==> src/rtl/rsg_pkg.sv <==
`default_nettype none
package rsg_pkg;
	// Byte addresses of the register map on the AXI4-Lite port.
	localparam logic [7:0] RSG_OFS_GEN_CTRL = 8'h00;
	localparam logic [7:0] RSG_OFS_IN_A_CTRL = 8'h04;
	localparam logic [7:0] RSG_OFS_IN_B_CTRL = 8'h08;
	localparam logic [7:0] RSG_OFS_CAPTURE = 8'h0C;
	localparam logic [7:0] RSG_OFS_IRQ_MASK = 8'h10;
	localparam logic [7:0] RSG_OFS_IRQ_FLAGS = 8'h14;
	localparam logic [7:0] RSG_OFS_OUT_CFG = 8'h18;
	localparam logic [7:0] RSG_OFS_AUX = 8'h1C;
	localparam logic [7:0] RSG_OFS_TEMP = 8'h20;
	// Generator control fields.
	localparam int RSG_GC_RUN = 0;
	localparam int RSG_GC_CCYC = 1;
	localparam int RSG_GC_FM_LO = 2;
	localparam int RSG_GC_AFO_A = 3;
	localparam int RSG_GC_AFO_B = 4;
	localparam int RSG_GC_FM_HI = 5;
	// Interrupt mask and flag fields.
	localparam int RSG_IM_EOC = 0;
	localparam int RSG_IM_ENH = 1;
	localparam int RSG_IM_EV_A = 3;
	localparam int RSG_IM_EV_B = 4;
	localparam int RSG_IF_EOC = 0;
	localparam int RSG_IF_RAMP_LO = 1;
	localparam int RSG_IF_EV_A = 3;
	localparam int RSG_IF_EV_B = 4;
	localparam int RSG_IF_ACT_A = 6;
	localparam int RSG_IF_ACT_B = 7;
	localparam logic [7:0] RSG_IF_W1C = 8'hD9;
	localparam logic [7:0] RSG_IM_USED = 8'h1B;
	// Output configuration and auxiliary fields.
	localparam int RSG_OC_SEL_HI_B = 6;
	localparam int RSG_OC_SEL_HI_A = 7;
	localparam int RSG_AUX_AUTO_RUN = 0;
	localparam int RSG_AUX_ENH_FLAG = 8;
	localparam int RSG_CAP_SOFT = 15;
	// Reset values and codes.
	localparam logic [7:0] RSG_RST_BYTE = 8'h00;
	localparam logic [3:0] RSG_MODE_OFF = 4'h0;
	localparam logic [3:0] RSG_MODE_LAST = 4'h9;
	localparam logic [3:0] RSG_MODE_14 = 4'hE;
	localparam logic [1:0] RSG_RESP_OKAY = 2'h0;
	localparam logic [1:0] RSG_RESP_SLVERR = 2'h2;
	localparam int RSG_FILT_LEN = 4;
	// Layout of one input block control register.
	typedef struct packed {
		logic capture_enable;
		logic input_select_lo;
		logic event_polarity;
		logic noise_filter_enable;
		logic [3:0] fault_mode_code;
	} rsg_in_ctl_type;
endpackage
`default_nettype wire

==> src/rtl/rsg_ctrl.sv <==
`default_nettype none
// Summary of operation
// - Flank select steers fine modulation target compares.
// - Single ramp dead-time modulation also moves on-time.
// - Async bit lets chosen fault drive output.
// - Complete-cycle finishes current cycle; ignored in auto-run.
// - Run bit starts generator, overrides auto-run.
// - Two identical input blocks, each own register.
// - Capture enable lets input event capture counter.
// - Source select uses low and high select bits.
// - Sources: pin, comparator, alternate A, alternate B.
// - Polarity picks falling/low or rising/high event.
// - Filter needs four equal samples before change.
// - Fault mode code: off, modes 1-9, mode 14.
// - Soft trigger captures; reads back capture source.
// - Enabled input events load counter into capture.
// - Capture read whole in one beat; high byte copied to temp.
// - Event enable raises interrupt on block events.
// - Enhanced enable interrupts after fifteenth cycle.
// - End-of-cycle enable interrupts at cycle completion.
// - Activity flags set on output toggles, W1C.
// - Event flags set on events, readable, W1C.
// - Ramp number recorded at latest event flag.
// - End-of-cycle flag sets at cycle end, W1C.
module rsg_ctrl #(
	parameter int CNT_W = 12,
	parameter int FINE_W = 4
) (
	input wire logic clock,
	input wire logic rstn,
	input wire logic ce,
	input wire logic [7:0] s_axi_awaddr,
	input wire logic s_axi_awvalid,
	output logic s_axi_awready,
	input wire logic [31:0] s_axi_wdata,
	input wire logic [3:0] s_axi_wstrb,
	input wire logic s_axi_wvalid,
	output logic s_axi_wready,
	output logic [1:0] s_axi_bresp,
	output logic s_axi_bvalid,
	input wire logic s_axi_bready,
	input wire logic [7:0] s_axi_araddr,
	input wire logic s_axi_arvalid,
	output logic s_axi_arready,
	output logic [31:0] s_axi_rdata,
	output logic [1:0] s_axi_rresp,
	output logic s_axi_rvalid,
	input wire logic s_axi_rready,
	input wire logic [1:0] in_pin,
	input wire logic [1:0] alt_a_pin,
	input wire logic [1:0] alt_b_pin,
	input wire logic [1:0] comp_in,
	input wire logic [CNT_W-1:0] gen_count,
	input wire logic cycle_end,
	input wire logic enh_cycle_end,
	input wire logic [1:0] ramp_num,
	input wire logic single_ramp,
	input wire logic slave_run_in,
	input wire logic [1:0] core_wave,
	output logic wave_out_a,
	output logic wave_out_b,
	output logic gen_active,
	output logic [3:0] fm_target,
	output logic fm_on_time_shift,
	output logic [1:0] fault_active,
	output logic [1:0] retrig_event,
	output logic [7:0] fault_mode_pair,
	output logic irq
);
	import rsg_pkg::*;

	initial begin
		if (CNT_W < 1 || CNT_W > 14 || FINE_W != 4) begin
			$error("rsg_ctrl: unsupported CNT_W or FINE_W");
		end
	end

	// Software registers.
	logic [7:0] gen_ctrl_q;
	rsg_in_ctl_type in_ctl_q [2];
	logic [7:0] irq_mask_q;
	logic [7:0] irq_flags_q, irq_flags_d;
	logic [7:0] out_cfg_q;
	logic auto_run_slave_q, enh_flag_q, enh_flag_d;
	logic [CNT_W-1:0] capture_q;
	logic soft_capture_trigger_q;
	logic [7:0] temp_q;

	// Bus handshake state.
	logic awready_q, wready_q, bvalid_q, arready_q, rvalid_q;
	logic [7:0] awaddr_q;
	logic [31:0] wdata_q, rdata_q;
	logic [3:0] wstrb_q;
	logic [1:0] bresp_q, rresp_q;

	// Write happens once both halves are held and no answer is pending.
	wire wr_fire = !awready_q && !wready_q && !bvalid_q;
	wire rd_fire = s_axi_arvalid && arready_q;
	wire lane0 = wr_fire && wstrb_q[0];
	wire lane1 = wr_fire && wstrb_q[1];

	// Address decoder shared by both channels.
	function automatic logic mapped(input logic [7:0] a);
		mapped = a inside {RSG_OFS_GEN_CTRL, RSG_OFS_IN_A_CTRL,
			RSG_OFS_IN_B_CTRL, RSG_OFS_CAPTURE, RSG_OFS_IRQ_MASK,
			RSG_OFS_IRQ_FLAGS, RSG_OFS_OUT_CFG, RSG_OFS_AUX,
			RSG_OFS_TEMP};
	endfunction

	wire wr_gen = lane0 && awaddr_q == RSG_OFS_GEN_CTRL;
	wire wr_in_a = lane0 && awaddr_q == RSG_OFS_IN_A_CTRL;
	wire wr_in_b = lane0 && awaddr_q == RSG_OFS_IN_B_CTRL;
	wire wr_mask = lane0 && awaddr_q == RSG_OFS_IRQ_MASK;
	wire wr_flags = lane0 && awaddr_q == RSG_OFS_IRQ_FLAGS;
	wire wr_ocfg = lane0 && awaddr_q == RSG_OFS_OUT_CFG;
	wire wr_aux0 = lane0 && awaddr_q == RSG_OFS_AUX;
	wire wr_aux1 = lane1 && awaddr_q == RSG_OFS_AUX;
	wire soft_trig = lane1 && awaddr_q == RSG_OFS_CAPTURE &&
		wdata_q[RSG_CAP_SOFT];

	// Write address and data channels are taken independently.
	always_ff @(posedge clock) begin
		if (!rstn) begin
			awready_q <= 1'b1;
			wready_q <= 1'b1;
			bvalid_q <= 1'b0;
			bresp_q <= RSG_RESP_OKAY;
			awaddr_q <= RSG_RST_BYTE;
			wdata_q <= '0;
			wstrb_q <= '0;
		end else if (ce) begin
			if (s_axi_awvalid && awready_q) begin
				awready_q <= 1'b0;
				awaddr_q <= s_axi_awaddr;
			end
			if (s_axi_wvalid && wready_q) begin
				wready_q <= 1'b0;
				wdata_q <= s_axi_wdata;
				wstrb_q <= s_axi_wstrb;
			end
			if (wr_fire) begin
				bvalid_q <= 1'b1;
				bresp_q <= mapped(awaddr_q) ? RSG_RESP_OKAY : RSG_RESP_SLVERR;
			end
			if (bvalid_q && s_axi_bready) begin
				bvalid_q <= 1'b0;
				awready_q <= 1'b1;
				wready_q <= 1'b1;
			end
		end
	end

	// Read mux; the capture word is taken whole in one beat.
	logic [31:0] rd_mux;
	wire [15:0] cap_word = {soft_capture_trigger_q,
		(15-CNT_W)'(0), capture_q};
	always_comb begin
		unique case (s_axi_araddr)
			RSG_OFS_GEN_CTRL: rd_mux = {24'h0, gen_ctrl_q};
			RSG_OFS_IN_A_CTRL: rd_mux = {24'h0, in_ctl_q[0]};
			RSG_OFS_IN_B_CTRL: rd_mux = {24'h0, in_ctl_q[1]};
			RSG_OFS_CAPTURE: rd_mux = {16'h0, cap_word};
			RSG_OFS_IRQ_MASK: rd_mux = {24'h0, irq_mask_q};
			RSG_OFS_IRQ_FLAGS: rd_mux = {24'h0, irq_flags_q};
			RSG_OFS_OUT_CFG: rd_mux = {24'h0, out_cfg_q};
			RSG_OFS_AUX: rd_mux = {23'h0, enh_flag_q, 7'h0,
				auto_run_slave_q};
			RSG_OFS_TEMP: rd_mux = {24'h0, temp_q};
			default: rd_mux = 32'h0;
		endcase
	end

	// Read channel; a capture read also parks the high byte in temp.
	always_ff @(posedge clock) begin
		if (!rstn) begin
			arready_q <= 1'b1;
			rvalid_q <= 1'b0;
			rdata_q <= '0;
			rresp_q <= RSG_RESP_OKAY;
			temp_q <= RSG_RST_BYTE;
		end else if (ce) begin
			if (rd_fire) begin
				arready_q <= 1'b0;
				rvalid_q <= 1'b1;
				rdata_q <= rd_mux;
				rresp_q <= mapped(s_axi_araddr) ? RSG_RESP_OKAY :
					RSG_RESP_SLVERR;
				if (s_axi_araddr == RSG_OFS_CAPTURE) begin
					temp_q <= cap_word[15:8];
				end
			end else if (rvalid_q && s_axi_rready) begin
				arready_q <= 1'b1;
				rvalid_q <= 1'b0;
			end
		end
	end

	// Plain control registers.
	always_ff @(posedge clock) begin
		if (!rstn) begin
			gen_ctrl_q <= RSG_RST_BYTE;
			in_ctl_q[0] <= RSG_RST_BYTE;
			in_ctl_q[1] <= RSG_RST_BYTE;
			irq_mask_q <= RSG_RST_BYTE;
			out_cfg_q <= RSG_RST_BYTE;
			auto_run_slave_q <= 1'b0;
		end else if (ce) begin
			if (wr_gen) gen_ctrl_q <= wdata_q[7:0];
			if (wr_in_a) in_ctl_q[0] <= wdata_q[7:0];
			if (wr_in_b) in_ctl_q[1] <= wdata_q[7:0];
			if (wr_mask) irq_mask_q <= wdata_q[7:0] & RSG_IM_USED;
			if (wr_ocfg) out_cfg_q <= wdata_q[7:0];
			if (wr_aux0) auto_run_slave_q <= wdata_q[RSG_AUX_AUTO_RUN];
		end
	end

	// Input blocks: sync, select, filter, polarity and edge detect.
	logic [1:0] evt;
	logic [1:0] lvl_hit;
	logic [1:0] cap_hit;
	genvar g;
	generate
		for (g = 0; g < 2; g++) begin : g_in
			logic [3:0] s1_q, s2_q;
			logic [RSG_FILT_LEN-1:0] hist_q;
			logic filt_q, cond_q;
			wire sel_hi = (g == 0) ? out_cfg_q[RSG_OC_SEL_HI_A] :
				out_cfg_q[RSG_OC_SEL_HI_B];
			wire [1:0] sel = {sel_hi, in_ctl_q[g].input_select_lo};
			wire raw = s2_q[sel];
			wire [3:0] pins = {alt_b_pin[g], alt_a_pin[g], comp_in[g],
				in_pin[g]};
			wire cond_now = (filt_q == in_ctl_q[g].event_polarity);
			// First stage feeds only the second stage.
			always_ff @(posedge clock) begin
				if (!rstn) begin
					s1_q <= '0;
					s2_q <= '0;
					hist_q <= '0;
					filt_q <= 1'b0;
					cond_q <= 1'b0;
				end else if (ce) begin
					s1_q <= pins;
					s2_q <= s1_q;
					hist_q <= {hist_q[RSG_FILT_LEN-2:0], raw};
					if (!in_ctl_q[g].noise_filter_enable) begin
						filt_q <= raw;
					end else if (&hist_q) begin
						filt_q <= 1'b1;
					end else if (~|hist_q) begin
						filt_q <= 1'b0;
					end
					cond_q <= cond_now;
				end
			end
			// An event is the arrival of the chosen polarity.
			assign evt[g] = cond_now && !cond_q;
			assign lvl_hit[g] = cond_now &&
				in_ctl_q[g].fault_mode_code != RSG_MODE_OFF;
			assign cap_hit[g] = evt[g] && in_ctl_q[g].capture_enable;
		end
	endgenerate

	// Legal fault modes qualify events; any nonzero code still drives fault_active.
	function automatic logic mode_ok(input logic [3:0] m);
		mode_ok = (m != RSG_MODE_OFF && m <= RSG_MODE_LAST) ||
			m == RSG_MODE_14;
	endfunction
	wire [1:0] mode_live = {mode_ok(in_ctl_q[1].fault_mode_code),
		mode_ok(in_ctl_q[0].fault_mode_code)};
	wire [1:0] blk_event = (evt & mode_live) | cap_hit;

	// Capture register: hardware events or the software trigger.
	always_ff @(posedge clock) begin
		if (!rstn) begin
			capture_q <= '0;
			soft_capture_trigger_q <= 1'b0;
		end else if (ce) begin
			if (soft_trig) begin
				capture_q <= gen_count;
				soft_capture_trigger_q <= 1'b1;
			end else if (|cap_hit) begin
				capture_q <= gen_count;
				soft_capture_trigger_q <= 1'b0;
			end
		end
	end

	// Run control with graceful stop at cycle end.
	logic run_prev_q, finishing_q, gen_active_q;
	wire run_bit = gen_ctrl_q[RSG_GC_RUN];
	wire run_fall = run_prev_q && !run_bit;
	wire finishing_d = (finishing_q || (run_fall &&
		gen_ctrl_q[RSG_GC_CCYC] && !auto_run_slave_q)) &&
		!cycle_end && !run_bit;
	wire active_d = run_bit || (auto_run_slave_q && slave_run_in) ||
		finishing_d;
	always_ff @(posedge clock) begin
		if (!rstn) begin
			run_prev_q <= 1'b0;
			finishing_q <= 1'b0;
			gen_active_q <= 1'b0;
		end else if (ce) begin
			run_prev_q <= run_bit;
			finishing_q <= finishing_d;
			gen_active_q <= active_d;
		end
	end

	// Fine modulation targets; order is RB, RA, SB, SA.
	wire [1:0] fm_sel = {gen_ctrl_q[RSG_GC_FM_HI], gen_ctrl_q[RSG_GC_FM_LO]};
	wire [3:0] fm_d = {fm_sel == 2'h3, fm_sel[1], fm_sel == 2'h1,
		!fm_sel[1]};
	wire fm_shift_d = single_ramp && fm_sel[1];

	// Output stage: a live fault forces the side inactive at once when that side's async bit is set.
	wire [1:0] afo = {gen_ctrl_q[RSG_GC_AFO_B], gen_ctrl_q[RSG_GC_AFO_A]};
	wire [1:0] wave_d = core_wave & ~(afo & lvl_hit);
	logic [1:0] wave_q, flt_q, rtg_q;
	logic [3:0] fm_q;
	logic fm_shift_q;
	always_ff @(posedge clock) begin
		if (!rstn) begin
			wave_q <= '0;
			flt_q <= '0;
			rtg_q <= '0;
			fm_q <= '0;
			fm_shift_q <= 1'b0;
		end else if (ce) begin
			wave_q <= wave_d;
			flt_q <= lvl_hit;
			rtg_q <= evt & mode_live;
			fm_q <= fm_d;
			fm_shift_q <= fm_shift_d;
		end
	end

	// Sticky flags; a same-cycle set beats a software clear.
	wire [7:0] clr = wr_flags ? (wdata_q[7:0] & RSG_IF_W1C) : 8'h00;
	wire [1:0] toggled = wave_d ^ wave_q;
	always_comb begin
		irq_flags_d = irq_flags_q & ~clr;
		irq_flags_d[RSG_IF_ACT_A] = irq_flags_d[RSG_IF_ACT_A] | toggled[0];
		irq_flags_d[RSG_IF_ACT_B] = irq_flags_d[RSG_IF_ACT_B] | toggled[1];
		irq_flags_d[RSG_IF_EV_A] = irq_flags_d[RSG_IF_EV_A] | blk_event[0];
		irq_flags_d[RSG_IF_EV_B] = irq_flags_d[RSG_IF_EV_B] | blk_event[1];
		if (|blk_event) begin
			irq_flags_d[RSG_IF_RAMP_LO +: 2] = ramp_num;
		end
		irq_flags_d[RSG_IF_EOC] = irq_flags_d[RSG_IF_EOC] | cycle_end;
		enh_flag_d = (enh_flag_q && !(wr_aux1 &&
			wdata_q[RSG_AUX_ENH_FLAG])) || enh_cycle_end;
	end

	// Flag storage and the single masked interrupt line.
	logic irq_q;
	always_ff @(posedge clock) begin
		if (!rstn) begin
			irq_flags_q <= RSG_RST_BYTE;
			enh_flag_q <= 1'b0;
			irq_q <= 1'b0;
		end else if (ce) begin
			irq_flags_q <= irq_flags_d;
			enh_flag_q <= enh_flag_d;
			irq_q <= (irq_flags_d[RSG_IF_EV_A] && irq_mask_q[RSG_IM_EV_A]) ||
				(irq_flags_d[RSG_IF_EV_B] && irq_mask_q[RSG_IM_EV_B]) ||
				(enh_flag_d && irq_mask_q[RSG_IM_ENH]) ||
				(irq_flags_d[RSG_IF_EOC] && irq_mask_q[RSG_IM_EOC]);
		end
	end

	// Every output leaves from a flop.
	assign s_axi_awready = awready_q;
	assign s_axi_wready = wready_q;
	assign s_axi_bvalid = bvalid_q;
	assign s_axi_bresp = bresp_q;
	assign s_axi_arready = arready_q;
	assign s_axi_rvalid = rvalid_q;
	assign s_axi_rdata = rdata_q;
	assign s_axi_rresp = rresp_q;
	assign wave_out_a = wave_q[0];
	assign wave_out_b = wave_q[1];
	assign gen_active = gen_active_q;
	assign fm_target = fm_q;
	assign fm_on_time_shift = fm_shift_q;
	assign fault_active = flt_q;
	assign retrig_event = rtg_q;
	assign fault_mode_pair = {in_ctl_q[1].fault_mode_code,
		in_ctl_q[0].fault_mode_code};
	assign irq = irq_q;

	// Checks on the block's own behaviour.
	AST_FM_SEL: assert property (@(posedge clock) disable iff (!rstn)
		ce && fm_sel == 2'h0 |=> fm_target == 4'h1)
		else $error("flank select 00 did not target RB only");
	AST_FM_SHIFT: assert property (@(posedge clock) disable iff (!rstn)
		ce && single_ramp && fm_sel[1] |=> fm_on_time_shift)
		else $error("dead-time modulation did not flag on-time shift");
	AST_ASYNC_OUT: assert property (@(posedge clock) disable iff (!rstn)
		ce && afo[0] && lvl_hit[0] |=> !wave_out_a)
		else $error("fault did not force side A inactive");
	AST_RUN_START: assert property (@(posedge clock) disable iff (!rstn)
		ce && run_bit |=> gen_active)
		else $error("run bit did not start generator");
	AST_CCYC_HOLD: assert property (@(posedge clock) disable iff (!rstn)
		ce && finishing_q && !cycle_end && !run_bit |=> gen_active)
		else $error("generator halted before cycle end");
	AST_CAPTURE: assert property (@(posedge clock) disable iff (!rstn)
		ce && |cap_hit && !soft_trig |=> capture_q == $past(gen_count)
		&& !soft_capture_trigger_q)
		else $error("input event did not capture counter");
	AST_SOFT_CAP: assert property (@(posedge clock) disable iff (!rstn)
		ce && soft_trig |=> soft_capture_trigger_q)
		else $error("soft trigger source not recorded");
	AST_EV_IRQ: assert property (@(posedge clock) disable iff (!rstn)
		ce && blk_event[0] && irq_mask_q[RSG_IM_EV_A] |=> irq)
		else $error("event A did not raise interrupt");
	AST_SET_WINS: assert property (@(posedge clock) disable iff (!rstn)
		ce && cycle_end |=> irq_flags_q[RSG_IF_EOC])
		else $error("end of cycle flag lost to clear");
	AST_ACT_FLAG: assert property (@(posedge clock) disable iff (!rstn)
		ce && toggled[1] |=> irq_flags_q[RSG_IF_ACT_B])
		else $error("output B toggle not flagged");
	COV_CAPTURE: cover property (@(posedge clock) disable iff (!rstn)
		ce && |cap_hit);
	COV_GRACEFUL_STOP: cover property (@(posedge clock) disable iff (!rstn)
		finishing_q ##1 !gen_active);
	COV_FAULT_FORCE: cover property (@(posedge clock) disable iff (!rstn)
		ce && |(afo & lvl_hit & core_wave));
endmodule
`default_nettype wire

==> config.mk <==
export PLATFORM = sky130hd
export DESIGN_NAME = rsg_ctrl
export DESIGN_NICKNAME = d
export VERILOG_FILES = /design/src/rtl/rsg_pkg.sv /design/src/rtl/rsg_ctrl.sv
export SDC_FILE = /design/constraint.sdc
export NUM_CORES = 1
export LEC_CHECK = 0
export BUFFER_PORTS_ARGS = -buffer_cell sky130_fd_sc_hd__buf_2
export CAP_MARGIN = 20
export CORE_MARGIN = 3
export CORE_UTILIZATION = 38
export CTS_CLUSTER_SIZE = 14
export DETAILED_ROUTE_END_ITERATION = 7
export SYNTH_ARGS = -nofsm -noshare
export SYNTH_HDL_FRONTEND = slang
export SYNTH_SLANG_ARGS = --single-unit
export TNS_END_PERCENT = 1
==> constraint.sdc <==
create_clock -name clock -period 2.8 [get_ports clock]
set_input_delay 0.56 -clock clock [delete_from_list [all_inputs] [get_ports clock]]
set_output_delay 0.56 -clock clock [all_outputs]
set_load 0.02 [all_outputs]
==> impl_results.md, run 1 <==
- Diode count: 0
- Nets: 853
- Max frequency: 434 MHz
- Delay of the slowest critical-path stage: 0.64 ns
- FP Rows: 47
- Total CTS buffers: 17
- CP Launch Type: flop
- Largest net degree at the start of global routing: 130
- Ys flop type: dfxtp_1
- Cts hold-fix bufs: 0
- Routed Antenna Nets: 0
- GRT Util Overall: 17.8%
- Worst-path clk slew: 0.06 ns
- Post-CTS sizing: 0
- Dpl hpwl: 12400 µm
- DRT Wirelength: 17300 µm
- Most common cell after layout, fill and taps aside: dfxtp_1
- Area Growth Syn to Fin: 18.9%
- Fin crit period: 2.30 ns
- Reg2Reg Setup Slack: 0.50 ns
- Core ar.: 16900 µm²
- Peak supply drop: 472 µV
- Initial antenna violation count: 0
- Crit share post-route: 82.3%
- Power Density: 639 nW/µm²
- Worst Hold Path Cells: 3
- Crit end category: flop
- Die Span Y: 138 µm
- Number of enable flip-flop cells after synthesis: 16
- Root Buffer: clkbuf_16
- Multi-input logic area: 3280 µm²
- Die width: 138 µm
- Synth warn: 0
- Syn Inst Count: 677
- Static Leakage: 3.09 nW
- Worst slew margin: 46.7%
- Worst Reg2Reg Path Length in Cells: 5
- Sequential element share of the synthesized area: 46.3%
- H-Tree Depth: 4
- Async SR Flop Fraction: 0%
- Reg area: 3080 µm²
- Sinks on Clock Net: 146
- Outcome: complete, no violations
- Fill cells: 1606
- Min-Delay Path Class: primary input to flop
- Clk buf depth: 2
- Vias in the first global route: 5107
- Clk_lat worst skew: 0.42 ns
- I/O pins: 150
- Slew Viols, Final: 0
- CTS tree: done
- Initial drt markers: 282
- DRC violations left: 0
- First-pass GRT wire length: 27000 µm
- Most frequent cells in the layout: dfxtp_1, buf_2, nor2b_1
- First-pass iteration count of the detailed router: 4
- Sum Neg Setup Slack: 0 ns
- Synth cell types: 56
- Share of layout cells above drive strength 1: 21.2%
- Peak fanout along the critical path: 5
- Worst hold slack: 0.385 ns
- Total die area: 19200 µm²
- Syn Area/Cell: 9.84 µm²
- Via density: 5.14
- RSZ-0062 raised after global routing: false
- Initial core utilization: 39.5%
- CP required: 3.15 ns
- Critical path class: flop to flop
- Crit-path cells: or4_1 -> o211ai_1 -> a21oi_1 -> o21ai_0 -> mux2i_1
- Slew @ Worst Pin: 0.788 ns
- Via count: 5125
- Setup Fix Bufs, Post-CTS: 0
- PortBufs: 104
- Hold Vio Cnt, Final: 0
- Gr ovfl total: 0
- Final-report setup violation count: 0
- Worst path arrival time: 2.65 ns
- CP max stage cell: or4_1
- Synthesized flop and latch total: 146
- Number of max-cap violations: 0
- Final GP Congestion: 0.882
- Routed wire per std cell: 17.3 µm
- Setup Skew: 0.00754 ns
- Post-Synthesis Cell Area: 6660 µm²
[worst max-delay path, delay by kind of cell (launching register included)]
kind	cells	cell delay, ns
AOI/OAI and AO/OA	3	0.87
DFF	1	0.46
muxes	1	0.25
and+or+nand+nor	1	0.64
[routing by layer]
metal  global-route usage, %  vias to the layer above  wire length (µm)
met4                    6.08                        0               246
met5                       0                        -                 0
li1                        -                     2528                 -
met1                    22.7                     2419              7930
met3                    4.59                       19               923
met2                    29.5                      159              8170
[where the power goes]
group          leakage (nW)  switching, mW  internal, mW
Sequential             1.22         0.0631          2.18
Clock                 0.296          0.892          1.50
Combinational          1.57          0.252         0.179
Total                  3.09           1.21          3.86
[area by class of cell]
class / instances / area share, %
multi-input combinational: 479 / 41.4
sequential: 146 / 38.9
timing repair buffer: 114 / 7.83
clock buffer: 22 / 6.54
tap: 220 / 3.47
clock inverter: 10 / 1.52
inverter: 7 / 0.332
[flip-flops by register name, indices dropped and copies added, names as in the netlist, 4 cells and up]
register     cells
temp_q           5
g_in.s1_q        8
in_ctl_q        16
out_cfg_q        8
awaddr_q         8
fm_target        4
g_in.hist_q      8
gen_ctrl_q       8
s_axi_rdata     13
wdata_q         10
irq_flags_q      7
irq_mask_q       4
g_in.s2_q        8
capture_q       12
[Yosys cell counts, drive strengths merged, types with 2 or more instances]
master   instances  share of area, %
or4              3              0.39
nor4             9               1.5
a221oi           3              0.39
buf             38               3.8
a21o             2              0.23
mux4             6               2.0
dfxtp          130                39
o31ai            4              0.45
a21boi          27               3.0
a21oi           19               1.4
nor2b           86               8.1
nand3            9              0.75
xnor2            3              0.39
a2bb2oi          3              0.39
a211oi           3              0.34
nand2b           3              0.28
o21ai           21               1.6
and4             2              0.26
nor2            11              0.62
nor3            11               1.0
a22oi           10               1.1
xor2             2              0.26
a31oi            6              0.56
and3             4              0.38
o21a             3              0.34
nand3b           4              0.45
mux2i           80                12
mux2             5              0.85
and2            12               1.1
clkbuf          27               1.5
inv              7              0.39
nand4            8              0.75
o211ai           3              0.34
edfxtp          16               7.2
nand2           80               4.5
o22ai            2              0.19
nor4b            3              0.39
[path summary, 6_finish.rpt]
| check | startpoint | end |
|---|---|---|
| hold / removal | s_axi_wdata[6] | wdata_q[6] |
| setup reg to reg | in_ctl_q[0][10] | irq_flags_q[2] |
| hold reg to reg | s_axi_rdata[9] | s_axi_rdata[9] |
| setup / recovery | in_ctl_q[0][10] | irq_flags_q[2] |
[through the flow]
stage	worst slack [ns]	power [mW]	cells	util (%)	cell area [µm²]
after global placement	0.249	2.71	966	43.2	7280
after detailed placement	0.164	2.72	966	43.2	7280
after floorplan	0.201	2.59	697	-	6740
final	0.496	5.06	998	46.9	7920
after CTS	0.502	5.11	998	46.9	7920
after global routing	0.240	5.26	998	46.9	7920
[logic make-up after synthesis]
kind of cell / count (synthesis) / synth area share (%)
compound gates: 113 / 11.4
buf+inv: 72 / 5.73
xor+xnor: 5 / 0.657
mux: 91 / 14.9
other cells: 1 / 0.0563
simple gates: 249 / 21.0
flops: 146 / 46.3
Note: power is estimated with default switching activity, not from simulation.
==> run 2: changes to the inputs <==
==> constraint.sdc (replaced) <==
create_clock -name clock -period 2.04 [get_ports clock]
set_input_delay 0.408 -clock clock [delete_from_list [all_inputs] [get_ports clock]]
set_output_delay 0.408 -clock clock [all_outputs]
set_load 0.02 [all_outputs]
==> run 2 against run 1 <==
Against the previous run: core utilization increased by 1.7 points; final cell count grew 3.1%; non-clock buffer count is 32 higher; combinational power increased by 52%; worst hold slack lost 0.15 ns; power up 34%.
==> impl_results.md, run 2 (synthesized netlist as in run 1, its figures left out) <==
- Static Leakage: 3.27 nW
- Slew Viols, Final: 0
- Die Span Y: 138 µm
- Most common cell after layout, fill and taps aside: dfxtp_1
- Hold endpoint: wdata_q[6]
- Routed wire per std cell: 17.5 µm
- FP Rows: 47
- Min-Delay Path Class: primary input to flop
- Most frequent cells in the layout: dfxtp_1, buf_2, nor2b_1
- Top Family by Delay on Critical Path: simple AND/OR/NAND/NOR gates
- DRC violations left: 0
- Die width: 138 µm
- Post-CTS sizing: 0
- Gr ovfl total: 0
- Final-report setup violation count: 0
- Worst slew margin: 65.4%
- Max frequency: 521 MHz
- Sum Neg Setup Slack: 0 ns
- Final Worst Setup Slack: 0.121 ns
- RSZ-0062 raised after global routing: false
- Initial core utilization: 39.5%
- Clk_lat worst skew: 0.43 ns
- Clk buf depth: 2
- PortBufs: 104
- Max reg flops: 16
- Initial drt markers: 278
- Delay of the slowest critical-path stage: 0.59 ns
- Share of layout cells above drive strength 1: 24.7%
- Sinks on Clock Net: 146
- Via density: 5.11
- DRT Wirelength: 18000 µm
- Final Core Density: 48.6%
- Final GP Congestion: 0.886
- Core ar.: 16900 µm²
- Dpl cells: 998
- Largest net degree at the start of global routing: 116
- Reg2reg start: in_ctl_q[0][11]
- Worst-path clk slew: 0.06 ns
- Via count: 5254
- Reg2Reg Setup Slack: 0.12 ns
- CTS tree: done
- Buf+Inv Stages, Crit Path: 1
- Nets: 885
- Total CTS buffers: 17
- Power Density: 828 nW/µm²
- I/O pins: 150
- Area Growth Syn to Fin: 23.1%
- Worst hold slack: 0.232 ns
- Initial antenna violation count: 1
- Setup Fix Bufs, Post-CTS: 0
- Setup Skew: 0.0101 ns
- CP Launch Type: flop
- CP max stage cell: or4_4
- H-Tree Depth: 4
- Number of max-cap violations: 0
- Critical path class: flop to flop
- Fin cells: 1029
- Fin crit period: 1.92 ns
- Hold path start: s_axi_wdata[6]
- Fill cells: 1597
- Worst Hold Path Cells: 3
- Total die area: 19200 µm²
- Crit share post-route: 94.1%
- First-pass iteration count of the detailed router: 5
- CP required: 2.40 ns
- Cts hold-fix bufs: 0
- GRT Util Overall: 18.8%
- Hold Vio Cnt, Final: 0
- Outcome: complete, no violations
- Crit Reg-Reg Endpoint: irq_flags_q[2]
- Dpl ws: -0.245 ns
- Slew @ Worst Pin: 0.517 ns
- Routed Antenna Nets: 0
- Dpl hpwl: 13500 µm
- Crit-path cells: or4_4 -> o211ai_1 -> a21oi_1 -> o21ai_0 -> buf_4 -> mux2i_1
- Diode count: 0
- Root Buffer: clkbuf_16
- Worst path arrival time: 2.28 ns
- Peak fanout along the critical path: 3
- Peak supply drop: 626 µV
- Crit end category: flop
- Worst Reg2Reg Path Length in Cells: 6
- First-pass GRT wire length: 28700 µm
- Largest Register: in_ctl_q
- Vias in the first global route: 5389
[run 2: report_power, final]
group	switching, mW	total (mW)	internal (mW)	leakage (nW)
Combinational	0.360	0.653	0.293	1.77
Sequential	0.0870	3.08	2.99	1.22
Clock	1.18	3.06	1.88	0.282
[run 2: per-layer routing]
metal / GRT usage (%) / part of all wire, %
met3: 5.08 / 5.7
met4: 7.44 / 2.1
met5: 0 / 0.072
met1: 23.7 / 45
met2: 30.9 / 47
[run 2: worst max-delay path by stage]
stage | from | cells after the start | endpoint | slack (ns)
after global routing | in_ctl_q[0][0] | 6 | irq_flags_q[1] | 0.03
after CTS | in_ctl_q[0][11] | 6 | irq_flags_q[2] | 0.06
after detailed placement | s_axi_araddr[7] | 6 | temp_q[2] | -0.25
final | in_ctl_q[0][11] | 6 | irq_flags_q[2] | 0.12
after floorplan | s_axi_araddr[7] | 6 | s_axi_rdata[10] | -0.05
after global placement | s_axi_araddr[7] | 6 | s_axi_rdata[8] | -0.20
[run 2: final cells by class]
class,count,area (µm²),area share [%]
multi-input combinational,479,3300,40.3
sequential,146,3080,37.6
timing repair buffer,146,936,11.4
clock buffer,22,474,5.78
tap,220,275,3.36
clock inverter,9,105,1.28
inverter,7,26.3,0.320
[run 2: metrics by stage]
step	instance area [µm²]	total power [mW]
global placement	7610	3.78
detailed placement	7610	3.79
CTS	8190	6.86
finish	8200	6.80
global route	8200	7.06
floorplan	6750	3.55
[run 2: tightest hold or removal path: cells and delay by family]
kind / cells / cell delay [ns]
AND/OR/NAND/NOR: 1 / 0.04
AO/OA/AOI/OAI: 1 / 0.06
buffers and inverters: 1 / 0.10
